### src/hw/crpm_defines.svh
// Register offsets, field positions, reset values and timing counts.
// Included by the controller; definitions only.
`ifndef CRPM_DEFINES_SVH
`define CRPM_DEFINES_SVH

// ****************************************
// Register byte offsets
// ****************************************
`define OFS_MODE 8'h00
`define OFS_CLK 8'h04
`define OFS_WAKE 8'h08
`define OFS_WDT 8'h0C
`define OFS_SERVICE 8'h10
`define OFS_CAUSE 8'h14
`define OFS_SWRST 8'h18
`define OFS_STAT 8'h1C
`define DIV_HI 4'h2

// ****************************************
// Field positions
// ****************************************
`define MODE_F 1:0
`define CLK_SEL_F 1:0
`define CLK_FREQ_F 6:4
`define WMASK_F 7:0
`define TOUCH_EN_B 8
`define WDT_TO_F 15:0
`define WDT_EN_B 16
`define CAUSE_F 3:0
`define CAUSE_WDT 0
`define CAUSE_SW 1
`define CAUSE_EXTERNAL_RESET_N 2
`define CAUSE_BOD 3
`define SWRST_B 0
`define STAT_SRC_F 3:2
`define STAT_SW_B 4
`define STAT_SG_B 5
`define DIV_INT_F 23:0
`define DIV_FRAC_B 31

// ****************************************
// Reset values and timing
// ****************************************
`define FREQ_MAX 3'h6
`define WDT_TO_RST 16'hFFFF
`define PINS_RST 6'h04
`define RST_PULSE 8'h10
`define WAKE_TIME_NS 35000
`define CLK_PERIOD_NS 4

`endif

### src/hw/crpm_pkg.sv
// Types shared by the clock, reset and power-mode controller.
// Assumes nothing of its surroundings.
package crpm_pkg;

    // Power modes; WAKE is the oscillator restart leg out of deep sleep
    typedef enum logic [1:0] {MODE_ACTIVE, MODE_SLEEP, MODE_DEEP, MODE_WAKE} power_mode_type;

    // Clock sources for the root clock
    typedef enum logic [1:0] {SRC_MAIN, SRC_LP, SRC_EXT, SRC_RSVD} clk_src_type;

    // Glitch-free switch steps
    typedef enum logic [1:0] {MUX_RUN, MUX_DRAIN, MUX_FILL} mux_state_type;

    // Asynchronous pin and oscillator levels
    typedef struct packed {
        logic main_osc;
        logic lp_osc;
        logic ext_clk;
        logic ext_rst_n;
        logic supply_good;
        logic brown_out;
    } pins_type;

    // One divider setting
    typedef struct packed {
        logic frac;
        logic [23:0] int_part;
    } div_cfg_type;

endpackage : crpm_pkg

### src/hw/clock_reset_power_mode_control.sv
// Clock source switch, dividers, power modes, watchdog and reset cause.
// Assumes one clock hclk; oscillators and pins arrive asynchronously.
`include "crpm_defines.svh"

module clock_reset_power_mode_control
    import crpm_pkg::*;
#(
    parameter int WAKE_CYCLES = `WAKE_TIME_NS / `CLK_PERIOD_NS,
    parameter int DIV_INT_W [4] = '{16, 16, 16, 24},
    parameter logic [3:0] DIV_FRAC = 4'hC
) (
    // Clock and resets
    input wire logic hclk,
    input wire logic hresetn,
    input wire logic por_n,
    // AHB-Lite slave
    input wire logic hsel,
    input wire logic [31:0] haddr,
    input wire logic [1:0] htrans,
    input wire logic hwrite,
    input wire logic [2:0] hsize,
    input wire logic [31:0] hwdata,
    input wire logic hready,
    output logic [31:0] hrdata,
    output logic hreadyout,
    output logic hresp,
    // Asynchronous pins and oscillators
    input wire pins_type pins_in,
    // Wake sources
    input wire logic [7:0] wake_irq,
    input wire logic touch_wake,
    // Clock and reset outputs
    output logic cpu_clk_en,
    output logic hf_osc_en,
    output logic root_clk,
    output logic [3:0] periph_clk_en,
    output logic [2:0] main_osc_freq,
    output logic sys_reset_n
);

    // ****************************************
    // Synchronisers
    // ****************************************
    pins_type ff1_r, ff2_r, ff3_r, pins_s, pins_nxt;

    // A change counts only once stages two and three agree
    always_comb begin
        pins_nxt = pins_type'((ff2_r & ~(ff2_r ^ ff3_r)) | (pins_s & (ff2_r ^ ff3_r)));
    end

    always_ff @(posedge hclk or negedge hresetn) begin
        if (!hresetn) begin
            ff1_r <= pins_type'(`PINS_RST);
            ff2_r <= pins_type'(`PINS_RST);
            ff3_r <= pins_type'(`PINS_RST);
            pins_s <= pins_type'(`PINS_RST);
        end else begin
            ff1_r <= pins_in;
            ff2_r <= ff1_r;
            ff3_r <= ff2_r;
            pins_s <= pins_nxt;
        end
    end

    // ****************************************
    // Bus slave
    // ****************************************
    logic wr_r, wr_nxt;
    logic [7:0] addr_r, addr_nxt;
    logic [31:0] rdata_r, rdata_nxt;
    logic take;
    power_mode_type mode_r, mode_nxt;
    clk_src_type clk_sel_r, clk_sel_nxt, cur_r, cur_nxt, tgt_r, tgt_nxt;
    mux_state_type mst_r, mst_nxt;
    logic [2:0] freq_r, freq_nxt;
    logic [7:0] wmask_r, wmask_nxt;
    logic touch_en_r, touch_en_nxt, wdt_en_r, wdt_en_nxt;
    logic [15:0] wdt_to_r, wdt_to_nxt, wdt_cnt_r, wdt_cnt_nxt;
    logic [3:0] cause_r, cause_nxt, clr_v, keep_v;
    div_cfg_type div_r [4];
    div_cfg_type div_nxt [4];

    // Register hit in the data phase
    function automatic logic hit(input logic [7:0] a, input logic [7:0] ofs);
        hit = (a == ofs);
    endfunction : hit

    function automatic logic [23:0] int_mask(input int w);
        int_mask = 24'((32'h0000_0001 << w) - 32'h0000_0001);
    endfunction : int_mask

    assign take = hsel & htrans[1] & hready;

    // Read data is fetched in the address phase so the answer has no wait
    always_comb begin
        wr_nxt = take & hwrite;
        addr_nxt = take ? haddr[7:0] : addr_r;
        rdata_nxt = 32'h0000_0000;
        if (take && !hwrite) begin
            case (haddr[7:0])
                `OFS_MODE: rdata_nxt[`MODE_F] = mode_r;
                `OFS_CLK: begin
                    rdata_nxt[`CLK_SEL_F] = clk_sel_r;
                    rdata_nxt[`CLK_FREQ_F] = freq_r;
                end
                `OFS_WAKE: begin
                    rdata_nxt[`WMASK_F] = wmask_r;
                    rdata_nxt[`TOUCH_EN_B] = touch_en_r;
                end
                `OFS_WDT: begin
                    rdata_nxt[`WDT_TO_F] = wdt_to_r;
                    rdata_nxt[`WDT_EN_B] = wdt_en_r;
                end
                `OFS_SERVICE: rdata_nxt[`WDT_TO_F] = wdt_cnt_r;
                `OFS_CAUSE: rdata_nxt[`CAUSE_F] = cause_r;
                `OFS_STAT: begin
                    rdata_nxt[`MODE_F] = mode_r;
                    rdata_nxt[`STAT_SRC_F] = cur_r;
                    rdata_nxt[`STAT_SW_B] = (mst_r != MUX_RUN);
                    rdata_nxt[`STAT_SG_B] = pins_s.supply_good;
                end
                default: begin
                    if (haddr[7:4] == `DIV_HI) begin
                        rdata_nxt[`DIV_INT_F] = div_r[haddr[3:2]].int_part;
                        rdata_nxt[`DIV_FRAC_B] = div_r[haddr[3:2]].frac;
                    end
                end
            endcase
        end
    end

    always_ff @(posedge hclk or negedge hresetn) begin
        if (!hresetn) begin
            wr_r <= 1'b0;
            addr_r <= 8'h00;
            rdata_r <= 32'h0000_0000;
        end else begin
            wr_r <= wr_nxt;
            addr_r <= addr_nxt;
            rdata_r <= rdata_nxt;
        end
    end

    // ****************************************
    // Configuration registers
    // ****************************************
    logic sw_rst_r, sw_rst_nxt, service_r, service_nxt;

    always_comb begin
        clk_sel_nxt = clk_sel_r;
        freq_nxt = freq_r;
        wmask_nxt = wmask_r;
        touch_en_nxt = touch_en_r;
        wdt_en_nxt = wdt_en_r;
        wdt_to_nxt = wdt_to_r;
        div_nxt = div_r;
        sw_rst_nxt = wr_r & hit(addr_r, `OFS_SWRST) & hwdata[`SWRST_B];
        service_nxt = wr_r & hit(addr_r, `OFS_SERVICE);
        clr_v = (wr_r & hit(addr_r, `OFS_CAUSE)) ? hwdata[`CAUSE_F] : 4'h0;
        if (wr_r && hit(addr_r, `OFS_CLK)) begin
            clk_sel_nxt = clk_src_type'(hwdata[`CLK_SEL_F]);
            // Codes above the top step clamp to 48 MHz
            freq_nxt = (hwdata[`CLK_FREQ_F] > `FREQ_MAX) ? `FREQ_MAX : hwdata[`CLK_FREQ_F];
        end
        if (wr_r && hit(addr_r, `OFS_WAKE)) begin
            wmask_nxt = hwdata[`WMASK_F];
            touch_en_nxt = hwdata[`TOUCH_EN_B];
        end
        if (wr_r && hit(addr_r, `OFS_WDT)) begin
            wdt_to_nxt = hwdata[`WDT_TO_F];
            wdt_en_nxt = hwdata[`WDT_EN_B];
        end
        for (int i = 0; i < 4; i++) begin
            if (wr_r && addr_r[7:4] == `DIV_HI && addr_r[3:2] == 2'(i)) begin
                // Integer width and fraction bit are fixed per divider
                div_nxt[i].int_part = hwdata[`DIV_INT_F] & int_mask(DIV_INT_W[i]);
                div_nxt[i].frac = hwdata[`DIV_FRAC_B] & DIV_FRAC[i];
            end
        end
    end

    always_ff @(posedge hclk or negedge hresetn) begin
        if (!hresetn) begin
            clk_sel_r <= SRC_MAIN;
            freq_r <= 3'h0;
            wmask_r <= 8'h00;
            touch_en_r <= 1'b0;
            wdt_en_r <= 1'b0;
            wdt_to_r <= `WDT_TO_RST;
            sw_rst_r <= 1'b0;
            service_r <= 1'b0;
            for (int i = 0; i < 4; i++) begin
                div_r[i] <= '0;
            end
        end else begin
            clk_sel_r <= clk_sel_nxt;
            freq_r <= freq_nxt;
            wmask_r <= wmask_nxt;
            touch_en_r <= touch_en_nxt;
            wdt_en_r <= wdt_en_nxt;
            wdt_to_r <= wdt_to_nxt;
            sw_rst_r <= sw_rst_nxt;
            service_r <= service_nxt;
            div_r <= div_nxt;
        end
    end

    // ****************************************
    // Glitch-free source switch
    // ****************************************
    logic [2:0] src;
    logic root_r, root_nxt, root_prev_r, root_tick;

    assign src = {pins_s.ext_clk, pins_s.lp_osc, pins_s.main_osc};

    // Let the old source finish its high phase, then hold low until the
    // new one is low, so neither a short high nor a short low gets out
    always_comb begin
        mst_nxt = mst_r;
        cur_nxt = cur_r;
        tgt_nxt = tgt_r;
        case (mst_r)
            MUX_RUN: begin
                tgt_nxt = (clk_sel_r == SRC_RSVD) ? SRC_MAIN : clk_sel_r;
                if (tgt_nxt != cur_r) begin
                    mst_nxt = MUX_DRAIN;
                end
            end
            MUX_DRAIN: begin
                if (!src[cur_r]) begin
                    mst_nxt = MUX_FILL;
                end
            end
            MUX_FILL: begin
                if (!src[tgt_r]) begin
                    cur_nxt = tgt_r;
                    mst_nxt = MUX_RUN;
                end
            end
            default: mst_nxt = MUX_RUN;
        endcase
        root_nxt = (mst_nxt == MUX_FILL) ? 1'b0 : src[cur_nxt];
    end

    always_ff @(posedge hclk or negedge hresetn) begin
        if (!hresetn) begin
            mst_r <= MUX_RUN;
            cur_r <= SRC_MAIN;
            tgt_r <= SRC_MAIN;
            root_r <= 1'b0;
            root_prev_r <= 1'b0;
        end else begin
            mst_r <= mst_nxt;
            cur_r <= cur_nxt;
            tgt_r <= tgt_nxt;
            root_r <= root_nxt;
            root_prev_r <= root_r;
        end
    end

    assign root_tick = root_r & ~root_prev_r;

    // ****************************************
    // Peripheral dividers
    // ****************************************
    // Output is one enable pulse per (N + 1) root edges; with the fraction
    // set every other period is one edge longer, giving N + 1.5 on average
    for (genvar g = 0; g < 4; g++) begin : g_div
        logic [23:0] cnt_r, cnt_nxt;
        logic ph_r, ph_nxt, pulse_r, pulse_nxt;
        logic [24:0] period;

        always_comb begin
            period = {1'b0, div_r[g].int_part} + {24'h00_0000, div_r[g].frac & ph_r};
            cnt_nxt = cnt_r;
            ph_nxt = ph_r;
            pulse_nxt = 1'b0;
            if (root_tick && mode_r != MODE_DEEP) begin
                if ({1'b0, cnt_r} >= period) begin
                    cnt_nxt = 24'h00_0000;
                    ph_nxt = ~ph_r;
                    pulse_nxt = 1'b1;
                end else begin
                    cnt_nxt = cnt_r + 24'h00_0001;
                end
            end
        end

        always_ff @(posedge hclk or negedge hresetn) begin
            if (!hresetn) begin
                cnt_r <= 24'h00_0000;
                ph_r <= 1'b0;
                pulse_r <= 1'b0;
            end else begin
                cnt_r <= cnt_nxt;
                ph_r <= ph_nxt;
                pulse_r <= pulse_nxt;
            end
        end

        assign periph_clk_en[g] = pulse_r;
    end

    // ****************************************
    // Power modes
    // ****************************************
    localparam logic [15:0] WAKE_LAST = 16'(WAKE_CYCLES - 2);
    power_mode_type pend_r, pend_nxt;
    logic [15:0] wcnt_r, wcnt_nxt;
    logic cpu_en_r, cpu_en_nxt, hf_r, hf_nxt, wake_ev, rst_evt;

    // Wake logic runs on hclk, which never stops in deep sleep
    assign wake_ev = (|(wake_irq & wmask_r)) | (touch_wake & touch_en_r);

    always_comb begin
        mode_nxt = mode_r;
        pend_nxt = pend_r;
        wcnt_nxt = 16'h0000;
        case (mode_r)
            MODE_ACTIVE: begin
                // Entry held while supply is not good
                if (pend_r != MODE_ACTIVE && pins_s.supply_good) begin
                    mode_nxt = pend_r;
                    pend_nxt = MODE_ACTIVE;
                end
            end
            MODE_SLEEP: begin
                if (wake_ev) begin
                    mode_nxt = MODE_ACTIVE;
                end
            end
            MODE_DEEP: begin
                if (wake_ev) begin
                    mode_nxt = MODE_WAKE;
                end
            end
            MODE_WAKE: begin
                wcnt_nxt = wcnt_r + 16'h0001;
                if (wcnt_r >= WAKE_LAST) begin
                    mode_nxt = MODE_ACTIVE;
                    wcnt_nxt = 16'h0000;
                end
            end
            default: mode_nxt = MODE_ACTIVE;
        endcase
        if (wr_r && hit(addr_r, `OFS_MODE) && hwdata[`MODE_F] != MODE_WAKE) begin
            pend_nxt = power_mode_type'(hwdata[`MODE_F]);
        end
        if (rst_evt) begin
            mode_nxt = MODE_ACTIVE;
            pend_nxt = MODE_ACTIVE;
        end
        cpu_en_nxt = (mode_nxt == MODE_ACTIVE);
        hf_nxt = (mode_nxt != MODE_DEEP);
    end

    always_ff @(posedge hclk or negedge hresetn) begin
        if (!hresetn) begin
            mode_r <= MODE_ACTIVE;
            pend_r <= MODE_ACTIVE;
            wcnt_r <= 16'h0000;
            cpu_en_r <= 1'b1;
            hf_r <= 1'b1;
        end else begin
            mode_r <= mode_nxt;
            pend_r <= pend_nxt;
            wcnt_r <= wcnt_nxt;
            cpu_en_r <= cpu_en_nxt;
            hf_r <= hf_nxt;
        end
    end

    // ****************************************
    // Watchdog and reset combiner
    // ****************************************
    logic lp_prev_r, lp_tick, exp_r, exp_nxt, srst_r, srst_nxt;
    logic [7:0] rcnt_r, rcnt_nxt;

    assign lp_tick = pins_s.lp_osc & ~lp_prev_r;
    assign rst_evt = exp_r | sw_rst_r | ~pins_s.ext_rst_n | pins_s.brown_out;

    always_comb begin
        wdt_cnt_nxt = wdt_cnt_r;
        exp_nxt = 1'b0;
        if (rst_evt || !wdt_en_r || service_r) begin
            wdt_cnt_nxt = 16'h0000;
        end else if (lp_tick) begin
            // Counts on in every mode, deep sleep included
            if (wdt_cnt_r >= wdt_to_r) begin
                exp_nxt = 1'b1;
                wdt_cnt_nxt = 16'h0000;
            end else begin
                wdt_cnt_nxt = wdt_cnt_r + 16'h0001;
            end
        end
        // Level sources keep reloading, so the pulse outlasts them
        rcnt_nxt = rst_evt ? `RST_PULSE : ((rcnt_r != 8'h00) ? rcnt_r - 8'h01 : 8'h00);
        srst_nxt = (rcnt_nxt == 8'h00);
    end

    always_ff @(posedge hclk or negedge hresetn) begin
        if (!hresetn) begin
            lp_prev_r <= 1'b0;
            wdt_cnt_r <= 16'h0000;
            exp_r <= 1'b0;
            rcnt_r <= 8'h00;
            srst_r <= 1'b1;
        end else begin
            lp_prev_r <= pins_s.lp_osc;
            wdt_cnt_r <= wdt_cnt_nxt;
            exp_r <= exp_nxt;
            rcnt_r <= rcnt_nxt;
            srst_r <= srst_nxt;
        end
    end

    // ****************************************
    // Reset cause, on power-on reset only
    // ****************************************
    // Set wins over a software clear in the same cycle
    always_comb begin
        keep_v = cause_r & ~clr_v;
        cause_nxt = keep_v;
        cause_nxt[`CAUSE_WDT] = keep_v[`CAUSE_WDT] | exp_r;
        cause_nxt[`CAUSE_SW] = keep_v[`CAUSE_SW] | sw_rst_r;
        cause_nxt[`CAUSE_EXTERNAL_RESET_N] = keep_v[`CAUSE_EXTERNAL_RESET_N] | ~pins_s.ext_rst_n;
        cause_nxt[`CAUSE_BOD] = keep_v[`CAUSE_BOD] | pins_s.brown_out;
    end

    always_ff @(posedge hclk or negedge por_n) begin
        if (!por_n) begin
            cause_r <= 4'h0;
        end else begin
            cause_r <= cause_nxt;
        end
    end

    // ****************************************
    // Outputs
    // ****************************************
    assign hrdata = rdata_r;
    assign hreadyout = 1'b1 & srst_r | ~srst_r;
    assign hresp = 1'b0 & rdata_r[0];
    assign cpu_clk_en = cpu_en_r;
    assign hf_osc_en = hf_r;
    assign root_clk = root_r;
    assign main_osc_freq = freq_r;
    assign sys_reset_n = srst_r;
endmodule : clock_reset_power_mode_control

### config.mk
export PLATFORM = sky130hd
export DESIGN_NAME = clock_reset_power_mode_control
export DESIGN_NICKNAME = d
export VERILOG_FILES = /design/src/hw/crpm_pkg.sv /design/src/hw/clock_reset_power_mode_control.sv
export VERILOG_INCLUDE_DIRS = /design/src /design/src/hw
export SDC_FILE = /design/constraint.sdc
export NUM_CORES = 1
export LEC_CHECK = 0
export ABC_AREA = 1
export ABC_CLOCK_PERIOD_IN_PS = 4100
export BUFFER_PORTS_ARGS = -buffer_cell sky130_fd_sc_hd__buf_4
export CAP_MARGIN = 20
export CELL_PAD_IN_SITES_DETAIL_PLACEMENT = 1
export CELL_PAD_IN_SITES_GLOBAL_PLACEMENT = 1
export CORE_ASPECT_RATIO = 1.1
export CORE_MARGIN = 4
export CORE_UTILIZATION = 45
export CTS_CLUSTER_DIAMETER = 100
export DETAILED_ROUTE_END_ITERATION = 6
export GPL_TIMING_DRIVEN = 0
export PLACE_DENSITY = 0.77
export RECOVER_POWER = 25
export SETUP_SLACK_MARGIN = 0.1
export SLEW_MARGIN = 10
export SYNTH_ARGS = -nofsm -noshare
export SYNTH_HDL_FRONTEND = slang
export SYNTH_SLANG_ARGS = --single-unit
### constraint.sdc
create_clock -name hclk -period 4.1 [get_ports hclk]
set_clock_uncertainty 0.1 [all_clocks]
set_input_delay 0.615 -clock hclk [delete_from_list [all_inputs] [get_ports hclk]]
set_output_delay 0.615 -clock hclk [all_outputs]
set_load 0.02 [all_outputs]
Word-level counts from Yosys, hierarchy flattened
Cells that the tools add are included.
Storage, ports and cells
  input bits: 90
  logic and storage cells: 255
  flip-flop bits (word level): 328
Operators by class
  bitwise operators: 34
  equality and inequality tests: 28
  reduce and logical (&&, ||, !) cells: 42
  magnitude comparators: 11
  multiplexer cells: 64
  add/sub/neg operators: 9
Operators with widths (count)
  $mux W24: 6
  $add A24 B1 Y24 const B: 4
  $mux W16: 5
  $bmux W25 S2: 1
  $mux W25: 2
  $eq A8 B5 Y1 const B: 6
  $ge A24 B16 Y1: 2
  $pmux W2 S6: 3
  $add A16 B1 Y16 const B: 2
  $eq A8 B4 Y1 const B: 4
  $mux W2: 15
  $add A24 B1 Y25: 1
  $ge A24 B25 Y1: 1
  $ge A24 B17 Y1: 1
  $logic_not A8 Y1: 3
  $pmux W7 S3: 1
  $mux W1: 18
  $add A16 B1 Y17: 1
  $eq A8 B3 Y1 const B: 2
  $ge A16 B14 Y1 const B: 1
  $ge A16 B16 Y1: 1
  $mux W8: 2
  $pmux W2 S4: 2
  $eq A2 B2 Y1 const B: 7
  41 further kinds: 97

Logic depth before layout (Yosys ltp)
  depth in word-level cells: 7
  gate-level depth with buffers: 26
  mapped depth without buffers: 25

Worst setup path after synthesis
Ideal clock, no wire load.
  path type: register to register
  start point: register div_r[49] (netlist name)
  end point: register g_div[2].cnt_r[10]
  arrival time: 2876 ps
  path slack: 1004 ps
  clock period less this slack: 3096 ps
  stages on the path, launching flop included: 22
  required time: 3880 ps
  cells stage by stage: dfrtp_1 > nand2_1 > inv_1 > ha_1 > ha_1 > nand3_1 > nor3_2 > nand3_1 > nor3_2 > nand3_1 > nor2_1 > nand4_1 > ha_1 > nand4_1 > nor2_1 > and2_1 > nand2_1 > nand4_1 > nand2_1 > inv_2 > buf_2 > nor2_1
Between the ends
  longest elaborated chain between the ends: 4
RTL lines
  from (decl): line clock_reset_power_mode_control.sv:80  | div_cfg_type div_r [4];
  from (signal assigned): line clock_reset_power_mode_control.sv:204  | div_r <= div_nxt;
  $and A1 B1 Y1: line clock_reset_power_mode_control.sv:274  | period = {1'b0, div_r[g].int_part} + {24'h00_0000, div_r[g].frac & ph_r};
  $add A16 B1 Y17: line clock_reset_power_mode_control.sv:274
  $ge A24 B17 Y1: line clock_reset_power_mode_control.sv:279  | if ({1'b0, cnt_r} >= period) begin
  $mux W24: line clock_reset_power_mode_control.sv:279
  to (signal assigned): line clock_reset_power_mode_control.sv:295  | cnt_r <= cnt_nxt;
  to (decl): line clock_reset_power_mode_control.sv:269  | logic [23:0] cnt_r, cnt_nxt;
Every way passes these cells.
A chain may end at the register's enable or synchronous reset.

Worst setup path in the final report
Ends and elaborated chain as after synthesis.

==> impl_metrics.sql <==
INSERT INTO impl_metrics (metric_group, metric, value, unit) VALUES
('drt', 'route.final.wire_length', '55.9', 'mm'),
('min_path', 'hold_path_startpoint', 'pins_in[2]', ''),
('synthesis', 'synthTopCellsByArea', 'sky130_fd_sc_hd__dfrtp_1 42%, sky130_fd_sc_hd__nand2_1 9.9%, sky130_fd_sc_hd__ha_1 7.0%', ''),
('synthesis', 'ys.warnings.count', '0', ''),
('synthesis', 'yosysUniqueCellTypes', '62', ''),
('layout', 'layout.nets', '2531', ''),
('floorplanning', 'core_area', '39500', 'um2'),
('synthesis', 'post_synth_instance_area', '18100', 'um2'),
('cts', 'htree_num_levels', '2', ''),
('setup_path', 'worst_r2r_startpoint', 'div_r[49]', ''),
('drt', 'vias', '15566', ''),
('sta', 'whs', '0.0447', 'ns'),
('sta', 'setup_viol_count_final', '0', ''),
('setup_path', 'critical_path_required', '4.46', 'ns'),
('sta', 'min_period_over_period', '0.895', ''),
('drt', 'post_detailed_route_wirelength_per_cell', '19.4', 'um'),
('sta', 'max_clock_freq', '273', 'MHz'),
('floorplanning', 'design.die.area', '43600', 'um2'),
('global_routing', 'gr-usage-all-layers', '0.260', ''),
('cts', 'clock-sinks', '328', ''),
('floorplanning', 'die_y', '218', 'um'),
('setup_path', 'critical_path.startpoint_type', 'register', ''),
('setup_path', 'critPathMaxFanout', '10', ''),
('min_path', 'type_of_the_tightest_min_delay_check', 'in2reg', ''),
('synthesis', 'avgSynthCellArea', '8.28', 'um2'),
('synthesis', 'synth_edf_count', '0', ''),
('global_routing', 'vias_in_the_first_global_route', '16590', ''),
('power', 'power-per-cell-area', '430', 'nW/um2'),
('synthesis', 'seq_area_frac_synth', '0.454', ''),
('setup_path', 'startpoint_to_endpoint_class_of_the_critical_path', 'reg2reg', ''),
('power', 'totalPowerFinal', '8980', 'uW'),
('sta', 'number_of_endpoints_with_negative_hold_slack_in_the_final_report', '0', ''),
('synthesis', 'yosys.area.top_type_share', '0.421', ''),
('global_routing', 'initial_antenna_violation_count', '1', ''),
('cts', 'cts_buffer_depth', '3', ''),
('floorplanning', 'std_cell_rows', '76', ''),
('floorplanning', 'boundaryPins', '135', ''),
('setup_path', 'timing.reg2reg.setup_slack', '0.43', 'ns'),
('layout', 'flow.area_growth_from_synthesis', '15.2', '%'),
('global_routing', 'grt_start_max_net_pins', '111', ''),
('synthesis', 'synth_area_leader_cell', 'sky130_fd_sc_hd__dfrtp_1', ''),
('layout', 'layout_cells_sized_above_1', '0.123', ''),
('setup_path', 'critical_path.reg2reg.endpoint', 'g_div[2].cnt_r[10]', ''),
('synthesis', 'synthCells', '2190', ''),
('place', 'buffer_ports.inserted', '90', ''),
('floorplanning', 'start_util', '0.459', ''),
('synthesis', 'synthFlopType', 'sky130_fd_sc_hd__dfrtp_1', ''),
('sta', 'rsz_0062_raised_after_global_routing', 'no', ''),
('synthesis', 'synth_commonest_cells', '478 x sky130_fd_sc_hd__nand2_1, 305 x sky130_fd_sc_hd__dfrtp_1, 287 x sky130_fd_sc_hd__inv_1, 223 x sky130_fd_sc_hd__nor2_1, 165 x sky130_fd_sc_hd__o21ai_0', ''),
('sta', 'timing.final.crit_period', '3.67', 'ns'),
('floorplanning', 'die_w', '199', 'um'),
('drt', 'drt_iter0_markers', '824', ''),
('drt', 'detail_routed_via_count_per_cell', '5.41', ''),
('power', 'ir_worst_vdd', '306', 'uV'),
('cts', 'path_clk_slew', '0.06', 'ns'),
('status', 'outcome', 'complete, but fails checks', ''),
('global_routing', 'grt.overflow.total', '0', ''),
('power', 'cellLeakagePower', '0.0110', 'uW'),
('setup_path', 'reg2reg_depth', '21', ''),
('min_path', 'hold_path_depth', '1', ''),
('drt', 'drc', '0', ''),
('min_path', 'timing.hold.worst_endpoint', 'ff1_r[2]', ''),
('setup_path', 'worst-endpoint-arrival', '4.03', 'ns'),
('cts', 'tritoncts', 'yes', ''),
('cts', 'cts_buffers', '39', ''),
('synthesis', 'yosys.cell_count.top_type', 'sky130_fd_sc_hd__nand2_1', ''),
('place', 'hpwl', '42.8', 'mm'),
('synthesis', 'flip_flop_and_latch_count_after_synthesis', '328', ''),
('status', 'violations', 'capacitance limit, slew limit', ''),
('cts', 'insertion_delay', '0.58', 'ns'),
('setup_path', 'timing.critical_path.to_type', 'register', ''),
('flow_run', 'drv_cap', '1', ''),
('drt', 'drt_pass1_iterations', '5', ''),
('sta', 'tightest_slew', '2.23', 'ns'),
('synthesis', 'asyncSetResetFlopFracSynth', '1.00', ''),
('drt', 'drt.antenna.violating_nets', '0', ''),
('sta', 'slew-limit-headroom', '-0.488', ''),
('layout', 'count_of_inserted_antenna_diode_cells', '0', ''),
('global_routing', 'global_route_wire_length_before_repair', '89.6', 'mm'),
('sta', 'final-max-slew-violation-count', '168', ''),
('place', 'place_congestion', '0.951', ''),
('cts', 'cts_root_buffer', 'sky130_fd_sc_hd__clkbuf_16', '');
cell usage in the layout, fill, tap and decap left out, drive strengths merged, types with 3 or more instances in the layout:
| cell type | instances |
|---|---|
| a21oi | 75 |
| a22oi | 8 |
| a31oi | 4 |
| a32oi | 3 |
| buf | 117 |
| clkbuf | 100 |
| clkinv | 4 |
| conb | 11 |
| dfrtp | 305 |
| dfstp | 23 |
| ha | 102 |
| inv | 302 |
| maj3 | 6 |
| nand2 | 494 |
| nand3 | 103 |
| nand3b | 6 |
| nand4 | 50 |
| nor2 | 254 |
| nor3 | 49 |
| nor4 | 9 |
| o2111ai | 8 |
| o21a | 7 |
| o21ai | 169 |
| o22ai | 20 |
| o2bb2ai | 3 |
| or2 | 3 |
| xnor2 | 21 |
| xor2 | 88 |
metal layers:
metal | GRT usage | part of all wire
met1 | 0.339 | 0.43
met2 | 0.452 | 0.50
met3 | 0.0384 | 0.048
met4 | 0.0722 | 0.025
met5 | 0 | 0
area by class of cell:
cell class	count	area (um2)
Sequential cell	328	8240
Tap cell	507	634
Clock buffer	63	1150
Multi-Input combinational cell	1514	8480
Inverter	300	1140
Timing Repair Buffer	99	787
Buffer	57	340
Fill cell	4767	18600
Clock inverter	8	124
power breakdown:
group          total, uW  leakage (uW)  switching [uW]  internal, uW
clock               3510      0.000621            1460          2060
sequential          3860       0.00396             317          3550
combinational       1610       0.00644            1080           527
total               8980        0.0110            2850          6130
worst max-delay path, stage by stage (launching register included):
cell and delay [ns]:
sky130_fd_sc_hd__dfrtp_1 0.39, sky130_fd_sc_hd__nand2_1 0.06, sky130_fd_sc_hd__inv_1 0.05, sky130_fd_sc_hd__ha_1 0.15
sky130_fd_sc_hd__ha_1 0.18, sky130_fd_sc_hd__nand3_1 0.17, sky130_fd_sc_hd__nor3_4 0.24, sky130_fd_sc_hd__nand3_1 0.15
sky130_fd_sc_hd__nor3_2 0.23, sky130_fd_sc_hd__nand3_1 0.14, sky130_fd_sc_hd__nor2_1 0.11, sky130_fd_sc_hd__nand4_1 0.12
sky130_fd_sc_hd__ha_1 0.30, sky130_fd_sc_hd__nand4_1 0.11, sky130_fd_sc_hd__nor2_2 0.15, sky130_fd_sc_hd__and2_1 0.15
sky130_fd_sc_hd__nand2_1 0.06, sky130_fd_sc_hd__nand4_1 0.13, sky130_fd_sc_hd__nand2_1 0.13, sky130_fd_sc_hd__inv_4 0.14
sky130_fd_sc_hd__clkbuf_4 0.22, sky130_fd_sc_hd__nor2_1 0.06
what timing repair did:
action                                  4_1_cts  5_1_grt
resized for setup                             0       10
endpoints found under the setup margin        0       31
hold endpoints to repair                     59        0
buffers inserted                              0        3
hold buffers                                  2        0
worst max path at each step:
stage	from	to	slack (ns)
after floorplan	div_r[49]	g_div[2].cnt_r[10]	1.00
after global placement	hresetn	g_div[0].cnt_r[20]	-0.71
after detailed placement	div_r[49]	g_div[2].cnt_r[10]	0.29
after CTS	div_r[49]	g_div[2].cnt_r[10]	0.29
after global routing	div_r[24]	g_div[3].cnt_r[14]	0.1
final	div_r[49]	g_div[2].cnt_r[10]	0.43
cell families after synthesis:
logic type,count (synthesis),synth area share
AOI/OAI and AO/OA,310,0.0946
xor gates and xnor gates,109,0.0527
adders and majority gates,108,0.0737
buffers and inverters,357,0.0810
DFF,328,0.454
muxes,2,0.00124
other,2,0.000414
and+or+nand+nor,974,0.242
sequential cells by signal, summed over array words and instances, names as in the netlist, 8 cells and up, named ones only:
name	count
wdt_cnt_r	16
rcnt_r	8
hrdata	25
wcnt_r	16
g_div.cnt_r	96
div_r	74
addr_r	8
wdt_to_r	16
wmask_r	8
through the flow:
stage          TNS [ns]  instance area, um2  worst slack, ns   util  cells
2_1_floorplan         0               18200             1.00      -   2199
3_3_place_gp    -198.92               19500           -0.712  0.493   2796
3_5_place_dp          0               19600            0.287  0.496   2799
4_1_cts               0               20900            0.285  0.528   2872
5_1_grt               0               20900           0.0983  0.529   2876
6_report              0               20900            0.431  0.529   2876
No activity file was read; power rests on OpenSTA's default activity.
